[src/common/osz_pkg.sv]
// Constants and types for the operand and address size selector
package osz_pkg;
	// Execution modes seen by the decoder
	typedef enum logic [1:0] {OSZ_REAL, OSZ_PROT, OSZ_V86, OSZ_MGMT} osz_mode_t;

	// Register byte offsets
	localparam logic [3:0] OSZ_CTRL_OFS = 4'h0;
	localparam logic [3:0] OSZ_STAT_OFS = 4'h4;
	localparam logic [3:0] OSZ_COUNT_OFS = 4'h8;
	localparam logic [3:0] OSZ_OVR_OFS = 4'hc;

	// Control fields
	localparam int OSZ_CTRL_EN_BIT = 0;
	localparam int OSZ_CTRL_CLR_BIT = 1;
	localparam logic OSZ_CTRL_EN_RST = 1'b1;

	// Status fields
	localparam int OSZ_ST_OP32_BIT = 0;
	localparam int OSZ_ST_AD32_BIT = 1;
	localparam int OSZ_ST_SPW_BIT = 2;
	localparam int OSZ_ST_GATE_BIT = 3;
	localparam int OSZ_ST_UNR_BIT = 4;
	localparam int OSZ_ST_W = 5;

	// Offset reach
	localparam logic [31:0] OSZ_MASK16 = 32'h0000ffff;
	localparam logic [31:0] OSZ_MASK32 = 32'hffffffff;
endpackage : osz_pkg

[src/hdl/osz_select.sv]
// Operand and address size selector with Wishbone register slave
`timescale 1ns/1ps
// Notes on behaviour
// - Protected mode default follows code D flag
// - Real and virtual-8086 default to 16 bits
// - Implicit stack refs use stack B flag
// - Data B flag sets expand-down upper bound
// - Gate type fixes transfer and save size
// - Operand prefix reverses default operand size
// - Address prefix reverses default address size
// - Overrides last one instruction only
// - Prefixes honoured in every mode
// - All four size combinations reachable
// - 16-bit addressing reaches first 64 KBytes
// - Explicit stack refs follow address size
// - 32-bit expand-down unreachable by 16-bit addressing
// - Stack pointer width from stack B for implicit refs only
module osz_select
	import osz_pkg::*;
(
	// Clock and reset
	input wire logic ref_clk_in,
	input wire logic rst_n_in,
	// Instruction attributes
	input wire logic instr_valid_in,
	input wire osz_mode_t mode_in,
	input wire logic code_d_in,
	input wire logic stack_b_in,
	input wire logic data_b_in,
	input wire logic expand_down_in,
	input wire logic pfx_opsize_in,
	input wire logic pfx_addrsize_in,
	input wire logic gate_xfer_in,
	input wire logic gate_32_in,
	input wire logic implicit_stack_in,
	input wire logic [31:0] offset_in,
	// Decoded attributes
	output logic dec_valid_out,
	output logic op_size32_out,
	output logic addr_size32_out,
	output logic stack_wide_out,
	output logic save32_out,
	output logic [31:0] ea_offset_out,
	output logic [31:0] ed_upper_out,
	output logic unreachable_out,
	// Wishbone slave
	input wire logic wb_cyc_in,
	input wire logic wb_stb_in,
	input wire logic wb_we_in,
	input wire logic [3:0] wb_adr_in,
	input wire logic [3:0] wb_sel_in,
	input wire logic [31:0] wb_dat_in,
	output logic [31:0] wb_dat_out,
	output logic wb_ack_out
);

	// A prefix flips whatever default the segment chose
	function automatic logic size_flip(input logic dflt, input logic pfx);
		size_flip = dflt ^ pfx;
	endfunction : size_flip

	logic en_r;
	logic [31:0] count_r;
	logic [31:0] ovr_r;
	logic dec_valid_r;
	logic op32_r;
	logic ad32_r;
	logic spw_r;
	logic save_r;
	logic unr_r;
	logic [31:0] ea_r;
	logic [31:0] edu_r;
	logic ack_r;
	logic [31:0] rdat_r;

	// Default size from mode and code segment
	wire seg_default = (mode_in == OSZ_PROT) ? code_d_in : 1'b0;
	// Prefix only affects this instruction; nothing of it is stored
	wire op32_nxt = gate_xfer_in ? gate_32_in : size_flip(seg_default, pfx_opsize_in);
	wire ad32_nxt = size_flip(seg_default, pfx_addrsize_in);
	// Gate never changes stack pointer choice for implicit pushes
	wire spw_nxt = implicit_stack_in ? stack_b_in : ad32_nxt;
	wire [31:0] ea_nxt = ad32_nxt ? offset_in : (offset_in & OSZ_MASK16);
	wire [31:0] edu_nxt = data_b_in ? OSZ_MASK32 : OSZ_MASK16;
	wire unr_nxt = expand_down_in & data_b_in & ~ad32_nxt;
	wire take = instr_valid_in & en_r;

	// Bus decode
	wire wb_req = wb_cyc_in & wb_stb_in & ~ack_r;
	wire hit_ctrl = (wb_adr_in == OSZ_CTRL_OFS);
	wire hit_stat = (wb_adr_in == OSZ_STAT_OFS);
	wire hit_cnt = (wb_adr_in == OSZ_COUNT_OFS);
	wire hit_ovr = (wb_adr_in == OSZ_OVR_OFS);
	wire ctrl_wr = wb_req & wb_we_in & hit_ctrl & wb_sel_in[0];
	wire clr_cnt = ctrl_wr & wb_dat_in[OSZ_CTRL_CLR_BIT];
	wire [OSZ_ST_W-1:0] stat_v = {unr_r, save_r, spw_r, ad32_r, op32_r};
	wire [31:0] rdat_nxt;
	assign rdat_nxt = hit_ctrl ? {31'h0, en_r} :
		hit_stat ? {27'h0, stat_v} :
		hit_cnt ? count_r :
		hit_ovr ? ovr_r : 32'h0;

	// Next values; a clear beats a count in the same cycle
	wire any_pfx = pfx_opsize_in | pfx_addrsize_in;
	wire count_upd = clr_cnt | take;
	wire ovr_upd = clr_cnt | (take & any_pfx);
	// Counters wrap silently; software reads them as differences
	wire [31:0] count_nxt = clr_cnt ? 32'h0 : (count_r + 32'h1);
	wire [31:0] ovr_nxt = clr_cnt ? 32'h0 : (ovr_r + 32'h1);
	wire en_nxt = wb_dat_in[OSZ_CTRL_EN_BIT];
	wire ack_nxt = wb_req;
	// Read data is zero outside the ack cycle, so no stale word lingers
	wire [31:0] rdat_ack_nxt = wb_req ? rdat_nxt : 32'h0;
	// Gate type sets the saved return size; without a gate it follows operand size
	wire save_nxt = gate_xfer_in ? gate_32_in : op32_nxt;

	// Decode strobe, one cycle after the take edge
	always_ff @(posedge ref_clk_in)
	begin
		if (!rst_n_in)
		begin
			dec_valid_r <= 1'h0;
		end
		else
		begin
			dec_valid_r <= take;
		end
	end

	// Sizes hold until the next taken instruction
	always_ff @(posedge ref_clk_in)
	begin
		if (!rst_n_in)
		begin
			op32_r <= 1'h0;
		end
		else if (take)
		begin
			op32_r <= op32_nxt;
		end
	end

	// Address size kept apart from operand size
	always_ff @(posedge ref_clk_in)
	begin
		if (!rst_n_in)
		begin
			ad32_r <= 1'h0;
		end
		else if (take)
		begin
			ad32_r <= ad32_nxt;
		end
	end

	// Stack pointer width
	always_ff @(posedge ref_clk_in)
	begin
		if (!rst_n_in)
		begin
			spw_r <= 1'h0;
		end
		else if (take)
		begin
			spw_r <= spw_nxt;
		end
	end

	// Return information format
	always_ff @(posedge ref_clk_in)
	begin
		if (!rst_n_in)
		begin
			save_r <= 1'h0;
		end
		else if (take)
		begin
			save_r <= save_nxt;
		end
	end

	// Expand-down segment out of 16-bit reach
	always_ff @(posedge ref_clk_in)
	begin
		if (!rst_n_in)
		begin
			unr_r <= 1'h0;
		end
		else if (take)
		begin
			unr_r <= unr_nxt;
		end
	end

	// Effective offset after the reach mask
	always_ff @(posedge ref_clk_in)
	begin
		if (!rst_n_in)
		begin
			ea_r <= 32'h0;
		end
		else if (take)
		begin
			ea_r <= ea_nxt;
		end
	end

	// Expand-down upper bound
	always_ff @(posedge ref_clk_in)
	begin
		if (!rst_n_in)
		begin
			edu_r <= OSZ_MASK16;
		end
		else if (take)
		begin
			edu_r <= edu_nxt;
		end
	end

	// Taken instruction counter
	always_ff @(posedge ref_clk_in)
	begin
		if (!rst_n_in)
		begin
			count_r <= 32'h0;
		end
		else if (count_upd)
		begin
			count_r <= count_nxt;
		end
	end

	// Prefixed instruction counter
	always_ff @(posedge ref_clk_in)
	begin
		if (!rst_n_in)
		begin
			ovr_r <= 32'h0;
		end
		else if (ovr_upd)
		begin
			ovr_r <= ovr_nxt;
		end
	end

	// Decode enable; when low, instructions are ignored
	always_ff @(posedge ref_clk_in)
	begin
		if (!rst_n_in)
		begin
			en_r <= OSZ_CTRL_EN_RST;
		end
		else if (ctrl_wr)
		begin
			en_r <= en_nxt;
		end
	end

	// Ack drops after one cycle even if strobe stays high
	always_ff @(posedge ref_clk_in)
	begin
		if (!rst_n_in)
		begin
			ack_r <= 1'h0;
		end
		else
		begin
			ack_r <= ack_nxt;
		end
	end

	// Read data register
	always_ff @(posedge ref_clk_in)
	begin
		if (!rst_n_in)
		begin
			rdat_r <= 32'h0;
		end
		else
		begin
			rdat_r <= rdat_ack_nxt;
		end
	end

	assign dec_valid_out = dec_valid_r;
	assign op_size32_out = op32_r;
	assign addr_size32_out = ad32_r;
	assign stack_wide_out = spw_r;
	assign save32_out = save_r;
	assign ea_offset_out = ea_r;
	assign ed_upper_out = edu_r;
	assign unreachable_out = unr_r;
	assign wb_dat_out = rdat_r;
	assign wb_ack_out = ack_r;

endmodule : osz_select

[config.mk]
export PLATFORM = sky130hd
export DESIGN_NAME = osz_select
export DESIGN_NICKNAME = d
export VERILOG_FILES = /design/src/common/osz_pkg.sv /design/src/hdl/osz_select.sv
export SDC_FILE = /design/constraint.sdc
export NUM_CORES = 1
export LEC_CHECK = 0
export ABC_CLOCK_PERIOD_IN_PS = 5150
export BUFFER_PORTS_ARGS = -buffer_cell sky130_fd_sc_hd__buf_2
export CORE_ASPECT_RATIO = 1.25
export CORE_MARGIN = 2
export CORE_UTILIZATION = 55
export CTS_CLUSTER_SIZE = 30
export DETAILED_ROUTE_END_ITERATION = 8
export PLACE_DENSITY_LB_ADDON = 0.08
export SLEW_MARGIN = 5
export SYNTH_ARGS = -nofsm -noshare
export SYNTH_HDL_FRONTEND = slang
export SYNTH_SLANG_ARGS = --single-unit
[constraint.sdc]
create_clock -name ref_clk_in -period 5.15 [get_ports ref_clk_in]
set_clock_uncertainty 0.1 [all_clocks]
set_input_delay 1.03 -clock ref_clk_in [delete_from_list [all_inputs] [get_ports ref_clk_in]]
set_output_delay 1.03 -clock ref_clk_in [all_outputs]
set_load 0.01 [all_outputs]
==> results.yml, run 1 <==
power_and_ir_drop:
  p_total_mw: 2.41
  leakage_nw: 2.76
  irDropWorstVdd_v: 0.000183
  pwr_density_cell_mw_per_mm2: 342
synth:
  ys_ff_latch: 136
  syn_inst: 695
  mappedNetlistArea_mm2: 0.00594
  synth_largest_area_cell: "dfxtp_1"
  synthTopCellsByArea: "dfxtp_1 (46%), a21oi_1 (6.4%), nand2_1 (5.0%)"
  synth-edff-count: 0
  yosysSeqAreaShare_pct: 45.8
  synth_ff_type: "dfxtp_1"
  yosysUniqueCellTypes: 49
  async_flop_share_pct: 0
  avgSynthCellArea_um2: 8.55
  synth.top_cell.area_share_pct: 45.8
  ys_warn_count: 0
run_status:
  status: "finished clean"
critical_path:
  reg2reg_depth: 5
  critPathKind: "input port to flip-flop"
  required_ns: 5.35
  cp_cell_sequence: "buf_2 > inv_1 > a31oi_1 > o311ai_0 > o41ai_1"
  cp_max_fo: 38
  crit_slowest_cell: "a31oi_1"
  startpoint_type: "input port"
  r2r_slack_ns: 2.54
  crit_arrival_ns: 2.98
  max_stage_delay_ns: 0.92
  endpoint_kind: "flip-flop"
grt:
  grt_max_degree: 59
  grt_pass1_wl_um: 23400
  grt_remaining_overflow: 0
  grt_pass1_vias: 5167
  antenna_found_initial: 0
  grt.total_usage_pct: 24.5
sta:
  relSlewSlack_pct: 22.1
  setup-tns-final_ns: 0
  drv_slew: 0
  max_freq_mhz: 359
  min_period_over_period_pct: 54.0
  tightest_slew_ns: 1.17
  finalSetupViolCount: 0
  min_period_ns: 2.78
  grt_setup_unrepaired: "no"
  hold_viol: 0
clock_tree:
  cts_root_buf: "clkbuf_16"
  clk_latency_ns: 0.41
  tritoncts: "built"
  cts_resized: 0
  cts_buffer_depth: 2
  hold_buffers: 0
  clock_sinks: 136
  cts_buffers: 17
  htree_levels: 4
  post-cts-setup-buffers: 0
  clk_pin_slew_ns: 0.06
final_layout:
  drive_gt1_share_pct: 23.4
  diodes: 0
  final_common_cell: "buf_2"
  nNetsFinal: 891
  syn_to_final_growth_pct: 18.8
  final_cell_mix: "buf_2 (142), dfxtp_1 (136), nand2_1 (79)"
floorplanning:
  core_area_mm2: 0.0106
  initial_core_util_pct: 56.3
  fp.dieW_um: 97.0
  fp-row-count: 42
  die_area_mm2: 0.0117
  boundaryPins: 192
  die_h_um: 120
worst_hold_path:
  hold_depth: 2
  min_path_type: "flip-flop to flip-flop"
route:
  post_drt_wl_per_cell_um: 15.2
  wirelength_um: 14300
  viasPerCell: 5.72
  vias: 5404
  drt_iter0_drc: 278
  first_pass_iters: 4
  ant_nets: 0
  drcViolationCount: 0
place:
  hpwlAfterDp_um: 9930
  port_buffers: 142
  gp_congestion: 0.809
run:
  cap_violations: 0
[layout make-up]
| class | count | area [um2] |
|---|---|---|
| sequential | 136 | 2720 |
| clock buffer | 24 | 482 |
| fill | 875 | 3500 |
| inverter | 14 | 52.6 |
| timing repair buffer | 148 | 756 |
| clock inverter | 8 | 95.1 |
| tap | 132 | 165 |
| multi-input combinational | 483 | 2790 |
[critical path, delay by kind of cell]
family / cells / cell delay [ns]
buffers and inverters: 2 / 0.62
AO/OA/AOI/OAI: 3 / 1.34
[cell families after synthesis]
kind of cell	count (synthesis)	share of synthesized area (%)
flops	136	45.8
buf+inv	91	8.57
xor+xnor	18	2.65
compound gates	161	16.5
fa+ha+maj	2	0.421
simple gates	275	24.0
other cells	1	0.0631
mux	11	1.96
[report_power, final]
group	total, mW	internal (mW)	switching (mW)
Sequential	1.09	1.07	0.0147
Combinational	0.149	0.0559	0.0929
Clock	1.18	0.748	0.430
Total	2.41	1.88	0.538
[cells in the mapped netlist, types with 5 or more instances]
master	count
a21oi_1	76
a22oi_1	32
and4_1	8
buf_1	5
buf_4	33
clkbuf_1	31
dfxtp_1	136
inv_1	14
mux2_2	5
mux2i_1	6
nand2_1	79
nand3_1	40
nand4_1	21
nor2_1	51
nor3_1	7
o21ai_0	19
o31ai_1	22
or3_1	18
or4_1	24
xnor2_1	12
xor2_1	6
[final timing paths]
path / start / endpoint
max: rst_n_in / ovr_r[20]
min: ea_offset_out[16] / ea_offset_out[16]
max reg2reg: count_r[0] / count_r[28]
min reg2reg: ea_offset_out[16] / ea_offset_out[16]
[per-stage QoR]
stage	hold WS (ns)	setup WS (ns)	util [%]	cell area [um2]	cells
2_1_floorplan	0.349	2.59	-	6000	710
4_1_cts	0.353	2.40	66.9	7060	945
6_report	0.351	2.37	66.9	7060	945
3_5_place_dp	0.345	1.98	61.4	6490	913
3_3_place_gp	0.335	2.05	61.4	6490	913
5_1_grt	0.375	2.16	66.9	7060	945
[layer usage]
layer  part of all wire [%]  vias up  track usage (%)  wire length, um
li1                       -     2666                -                -
met1                     39     2546             26.0             5670
met2                     52      163             45.3             7510
met3                    5.5       29             5.95              795
met4                    2.6        0             11.4              380
met5                      0        -                0                0
[sequential cells by signal, indices dropped and copies added, names as in the netlist]
name             cells
ovr_r               32
dec_valid_out        1
ed_upper_out         1
count_r             32
wb_ack_out           1
en_r                 1
unreachable_out      1
wb_dat_out          32
addr_size32_out      1
op_size32_out        1
ea_offset_out       32
stack_wide_out       1
No activity file was read; power rests on OpenSTA's default activity.
==> run 2, diff against run 1 <==
--- a/config.mk
+++ b/config.mk
@@ -5,11 +5,12 @@
 export SDC_FILE = /design/constraint.sdc
 export NUM_CORES = 1
 export LEC_CHECK = 0
-export ABC_CLOCK_PERIOD_IN_PS = 5150
+export ABC_AREA = 1
+export ABC_CLOCK_PERIOD_IN_PS = 2500
 export BUFFER_PORTS_ARGS = -buffer_cell sky130_fd_sc_hd__buf_2
 export CORE_ASPECT_RATIO = 1.25
 export CORE_MARGIN = 2
-export CORE_UTILIZATION = 55
+export CORE_UTILIZATION = 47
 export CTS_CLUSTER_SIZE = 30
 export DETAILED_ROUTE_END_ITERATION = 8
 export PLACE_DENSITY_LB_ADDON = 0.08
==> constraint.sdc (replaced) <==
create_clock -name ref_clk_in -period 2.5 [get_ports ref_clk_in]
set_clock_uncertainty 0.1 [all_clocks]
set_input_delay 0.5 -clock ref_clk_in [delete_from_list [all_inputs] [get_ports ref_clk_in]]
set_output_delay 0.5 -clock ref_clk_in [all_outputs]
set_load 0.01 [all_outputs]
==> run 2 against run 1 <==
  * Sequential power increased by 110%
  * Worst hold slack got worse by 0.13 ns
  * Synthesized area grew 14%
  * Synthesized cell count rose by 45%
  * Combinational power up 120%
  * Critical endpoint is now count_r[23]
  * Critical path depth is 3 higher
  * Design area rose by 14%
  * Clock-buffer cell count is the same
  * Clock power rose by 120%
  * Via count rose by 20%
  * Die area up 32%
==> results.yml, run 2 <==
run_status:
  status: "finished clean"
grt:
  grt_pass1_wl_um: 28100
  grt_remaining_overflow: 0
  antenna_found_initial: 0
  grt_max_degree: 34
  grt_pass1_vias: 5836
  grt.total_usage_pct: 22.5
final_layout:
  diodes: 0
  multi_input_area_mm2: 0.00316
  nNetsFinal: 1224
  syn_to_final_growth_pct: 18.8
  final_common_cell: "nand2_1"
  fill_cells: 1483
  drive_gt1_share_pct: 19.2
  stdcell_count: 1324
  seqCellArea_mm2: 0.00272
  final_cell_mix: "nand2_1 (247), nor2_1 (160), buf_2 (142)"
synth:
  mappedNetlistArea_mm2: 0.00675
  yosysSeqAreaShare_pct: 40.3
  ys_ff_latch: 136
  yosysUniqueCellTypes: 37
  async_flop_share_pct: 0
  synth_top_cells_by_count: "nand2_1 (247), nor2_1 (160), dfxtp_1 (136)"
  synthTopCellsByArea: "dfxtp_1 (40%), nand2_1 (14%), nor2_1 (8.9%)"
  synth_ff_type: "dfxtp_1"
  synth.top_cell.area_share_pct: 40.3
  ys_warn_count: 0
  avgSynthCellArea_um2: 6.71
  syn_inst: 1007
  synth_largest_area_cell: "dfxtp_1"
  synth-edff-count: 0
  synth.most_common_cell: "nand2_1"
sta:
  drv_slew: 0
  tightest_slew_ns: 0.701
  min_period_ns: 1.79
  hold_viol: 0
  setup-tns-final_ns: 0
  min_period_over_period_pct: 71.8
  setup_slack_ns: 0.706
  grt_setup_unrepaired: "no"
  relSlewSlack_pct: 53.2
  finalSetupViolCount: 0
  max_freq_mhz: 557
worst_hold_path:
  holdCritStartpoint: "offset_in[31]"
  min_path_type: "input port to flip-flop"
route:
  drcViolationCount: 0
  drt_iter0_drc: 383
  first_pass_iters: 5
  wirelength_um: 17300
  viasPerCell: 4.89
  vias: 6479
  ant_nets: 0
  post_drt_wl_per_cell_um: 13.0
critical_path:
  crit_buf_inv: 1
  crit_slowest_cell: "dfxtp_1"
  required_ns: 2.71
  r2r_start: "en_r"
  crit_arrival_ns: 2.01
  critPathKind: "flip-flop to flip-flop"
  max_stage_delay_ns: 0.41
  crit_family: "simple AND/OR/NAND/NOR gates"
  startpoint: "en_r"
  startpoint_type: "flip-flop"
  cp_cell_sequence: "nand2_2 > buf_4 > nor2_4 > nand3_2 > nor2_2 > nand3_1 > nand2_1 > nor2_1"
  cp_max_fo: 25
  endpoint_kind: "flip-flop"
floorplanning:
  die_area_mm2: 0.0154
  boundaryPins: 192
  core_area_mm2: 0.0142
  initial_core_util_pct: 47.5
  fp.dieW_um: 111
  fp-row-count: 49
  die_h_um: 138
power_and_ir_drop:
  power.switching_mw: 1.16
  pwr_density_cell_mw_per_mm2: 649
  p_seq_share_pct: 43.0
  leakage_nw: 3.63
  irDropWorstVdd_v: 0.000551
  power_frac_clock_pct: 50.6
  internal_power_mw: 4.05
  share_comb_of_total_power_pct: 6.4
  p_total_mw: 5.20
  switching_share_pct: 22.2
clock_tree:
  clk_latency_ns: 0.42
  tritoncts: "built"
  cts_buffer_depth: 2
  cts_buffers: 17
  post-cts-setup-buffers: 0
  clk_pin_slew_ns: 0.06
  htree_levels: 4
  hold_buffers: 0
  cts_root_buf: "clkbuf_16"
  cts_resized: 0
  clock_sinks: 136
place:
  post-place-ws_ns: 0.441
  gp_congestion: 0.875
  dp_cells: 1292
  port_buffers: 142
  hpwlAfterDp_um: 12600
run:
  cap_violations: 0
==> run 2: cell count changes after synthesis, moves of 12 or more <==
cell,before,now
a21oi_1,76,57
or3_1,18,0
inv_1,14,133
nand3_1,40,65
o22ai_1,0,27
nor2_2,0,13
a22oi_1,32,0
or4_1,24,0
nand2_1,79,247
xnor2_1,12,0
nor2_1,51,160
clkbuf_1,31,11
o31ai_1,22,0
==> run 2: logic make-up (layout without fill, tap and decap cells) <==
family / Yosys count / count (layout) / synth area share [%]
and+or+nand+nor: 547 / 547 / 35.6
buffers and inverters: 197 / 321 / 13.7
DFF: 136 / 136 / 40.3
AOI/OAI and AO/OA: 122 / 122 / 9.69
adders and majority gates: 2 / 2 / 0.370
xor gates and xnor gates: 2 / 2 / 0.259
other: 1 / 16 / 0.0555
==> run 2: path summary, 6_finish.rpt <==
kind	endpoint	slack (ns)	cells past startpoint
max reg2reg	count_r[23]	0.71	8
min reg2reg	ea_offset_out[31]	0.36	2
min	ea_offset_out[31]	0.22	3
max	count_r[23]	0.71	8
==> run 2: through the flow <==
stage | hold WS (ns) | util [%] | area (um2)
2_1_floorplan | 0.358 | - | 6810
3_3_place_gp | 0.349 | 52.1 | 7410
3_5_place_dp | 0.352 | 52.1 | 7410
4_1_cts | 0.208 | 56.4 | 8020
5_1_grt | 0.223 | 56.4 | 8020
6_report | 0.219 | 56.4 | 8020
==> run 2: tightest hold or removal path, delay by kind of cell <==
kind                   cells  cell delay (ns)
and+or+nand+nor            1             0.05
AOI/OAI and AO/OA          1             0.05
buffers and inverters      1             0.09
==> run 2: power by group through the flow <==
stage	clock, mW	sequential [mW]	combinational, mW
3_5_place_dp	0	2.28	0.335
3_3_place_gp	0	2.28	0.333
6_report	2.63	2.24	0.333
2_1_floorplan	0	2.30	0.223
5_1_grt	2.78	2.24	0.372
4_1_cts	2.68	2.24	0.336
==> run 2: area by class of cell <==
class | instances | area share [%]
Inverter | 137 | 6.41
Timing Repair Buffer | 152 | 9.79
Sequential cell | 136 | 33.9
Multi-Input combinational cell | 689 | 39.4
Clock inverter | 8 | 1.79
Clock buffer | 24 | 5.88
Tap cell | 178 | 2.78
==> run 2: routing by layer <==
layer	global-route usage [%]	vias up	wire length, um
li1	-	3386	-
met1	28.5	2902	7710
met2	38.3	167	8320
met3	4.03	24	924
met4	8.38	0	318
met5	0	-	0
==> run 3, diff against run 2 <==
--- a/config.mk
+++ b/config.mk
@@ -5,12 +5,12 @@
 export SDC_FILE = /design/constraint.sdc
 export NUM_CORES = 1
 export LEC_CHECK = 0
-export ABC_AREA = 1
-export ABC_CLOCK_PERIOD_IN_PS = 2500
+export ABC_AREA = 0
+export ABC_CLOCK_PERIOD_IN_PS = 1400
 export BUFFER_PORTS_ARGS = -buffer_cell sky130_fd_sc_hd__buf_2
 export CORE_ASPECT_RATIO = 1.25
 export CORE_MARGIN = 2
-export CORE_UTILIZATION = 47
+export CORE_UTILIZATION = 46
 export CTS_CLUSTER_SIZE = 30
 export DETAILED_ROUTE_END_ITERATION = 8
 export PLACE_DENSITY_LB_ADDON = 0.08
==> constraint.sdc (replaced) <==
create_clock -name ref_clk_in -period 1.4 [get_ports ref_clk_in]
set_clock_uncertainty 0.1 [all_clocks]
set_input_delay 0.28 -clock ref_clk_in [delete_from_list [all_inputs] [get_ports ref_clk_in]]
set_output_delay 0.28 -clock ref_clk_in [all_outputs]
set_load 0.01 [all_outputs]
==> run 3 against run 2 <==
  * The flow now finishes with violations (negative setup slack)
  * Via count fell by 0.74%
  * Utilization rose by 20 points
  * Critical path depth fell by 2
  * Critical path type unchanged
  * Largest cell class unchanged
  * Highest routed layer unchanged
==> results.yml, run 3 (synthesis gave the netlist of run 1 again) <==
run:
  cap_violations: 0
worst_hold_path:
  min_path_type: "input port to flip-flop"
  holdCritStartpoint: "offset_in[19]"
clock_tree:
  cts_buffers: 17
  cts_root_buf: "clkbuf_16"
  tritoncts: "built"
  htree_levels: 4
  clk_pin_slew_ns: 0.06
  clk_latency_ns: 0.43
  clock_sinks: 136
  cts_buffer_depth: 2
route:
  vias: 6431
  drt_iter0_drc: 278
  first_pass_iters: 4
  ant_nets: 0
  drcViolationCount: 0
  wirelength_um: 19600
  post_drt_wl_per_cell_um: 16.7
  viasPerCell: 5.48
final_layout:
  final_common_cell: "buf_4"
  design_area_mm2: 0.00966
  drive_gt1_share_pct: 50.5
  diodes: 0
  syn_to_final_growth_pct: 62.5
  final_cell_mix: "buf_4 (142), buf_2 (135), dfxtp_1 (103)"
  nNetsFinal: 1084
floorplanning:
  fp.dieW_um: 106
  die_area_mm2: 0.0139
  die_h_um: 131
  initial_core_util_pct: 46.9
  fp-row-count: 46
  boundaryPins: 192
  core_area_mm2: 0.0127
critical_path:
  critPathKind: "flip-flop to flip-flop"
  required_ns: 1.66
  startpoint: "count_r[0]"
  endpoint_kind: "flip-flop"
  r2r_start: "count_r[0]"
  crit_arrival_ns: 2.18
  cp_max_fo: 15
  startpoint_type: "flip-flop"
place:
  placed_area_mm2: 0.00782
  gp_congestion: 0.841
  port_buffers: 142
  post-place-ws_ns: -0.599
  hpwlAfterDp_um: 12500
run_status:
  violations: "negative setup slack"
  status: "finished, violations left"
sta:
  grt_setup_unrepaired: "yes"
  hold_viol: 0
  max_freq_mhz: 522
  setup_slack_ns: -0.517
  drv_slew: 0
  min_period_ns: 1.92
  finalSetupViolCount: 82
  min_period_over_period_pct: 137
grt:
  grt_max_degree: 36
  grt_remaining_overflow: 0
  grt_pass1_vias: 6029
  grt.total_usage_pct: 26.3
  grt_pass1_wl_um: 28600
  antenna_found_initial: 0
power_and_ir_drop:
  leakage_nw: 3.96
  irDropWorstVdd_v: 0.000957
  pwr_density_cell_mw_per_mm2: 982
-- run 3: cell count changes in the layout (fill, tap and decap cells not counted), moves of 23 or more --
cell,change
a22oi_1,+23
o22ai_1,-27
nand3_1,-37
nor2_1,-123
dfxtp_2,+23
nand2_1,-171
inv_1,-119
buf_6,+33
dfxtp_1,-33
buf_4,+132
-- run 3: critical path, cell delays in order, from the launching register on --
cell,delay [ns]
dfxtp_4,0.37
ha_4,0.14
nand4_4,0.06
or4_1,0.44
buf_6,0.18
or4_1,0.41
a21oi_1,0.14
-- run 3: cell type report --
| type | count | area (um2) |
|---|---|---|
| tap | 168 | 210 |
| sequential | 136 | 2790 |
| fill | 902 | 3000 |
| inverter | 14 | 52.6 |
| clock buffer | 19 | 453 |
| clock inverter | 13 | 151 |
| multi-input combinational | 483 | 3430 |
| timing repair buffer | 341 | 2570 |
-- run 3: final timing paths --
kind                            slack, ns  depth (start not counted)           endpoint
worst min register to register       0.36                          2  ea_offset_out[27]
worst min-delay path                 0.01                          3  ea_offset_out[19]
worst max-delay path                -0.52                          6        count_r[28]
worst max register to register      -0.52                          6        count_r[28]
-- run 3: power by group --
part / internal (mW) / switching, mW / total [mW]
logic: 0.456 / 0.489 / 0.945
registers: 3.93 / 0.0503 / 3.98
clock network: 2.87 / 1.69 / 4.56
-- run 3: repair_timing --
action | CTS | global route
endpoints found under the hold margin | 18 | 0
setup buffers | 11 | 27
setup endpoints to repair | 87 | 103
cloned | 1 | 6
resized for setup | 59 | 108
hold buffers | 18 | 0
pin swaps | 26 | 48
-- run 3: metal layers --
metal / up-vias / part of all wire [%] / wire length (um) / track usage, %
li1: 3048 / - / - / -
met1: 3070 / 36 / 6970 / 27.3
met2: 236 / 54 / 10600 / 48.8
met3: 77 / 5.8 / 1140 / 5.93
met4: 0 / 4.9 / 960 / 15.4
met5: - / 0 / 0 / 0
-- run 3: metrics by stage --
stage,hold WS (ns),TNS [ns],power [mW],util (%),instances
floorplan,0.242,-15.69,4.50,-,710
global placement,0.337,-27.03,4.75,61.7,1082
detailed placement,0.341,-30.91,4.77,61.7,1082
CTS,0.000185,-13.33,9.38,70.6,1144
global route,0.00498,-21.32,9.81,76.3,1174
finish,0.0138,-17.18,9.49,76.3,1174
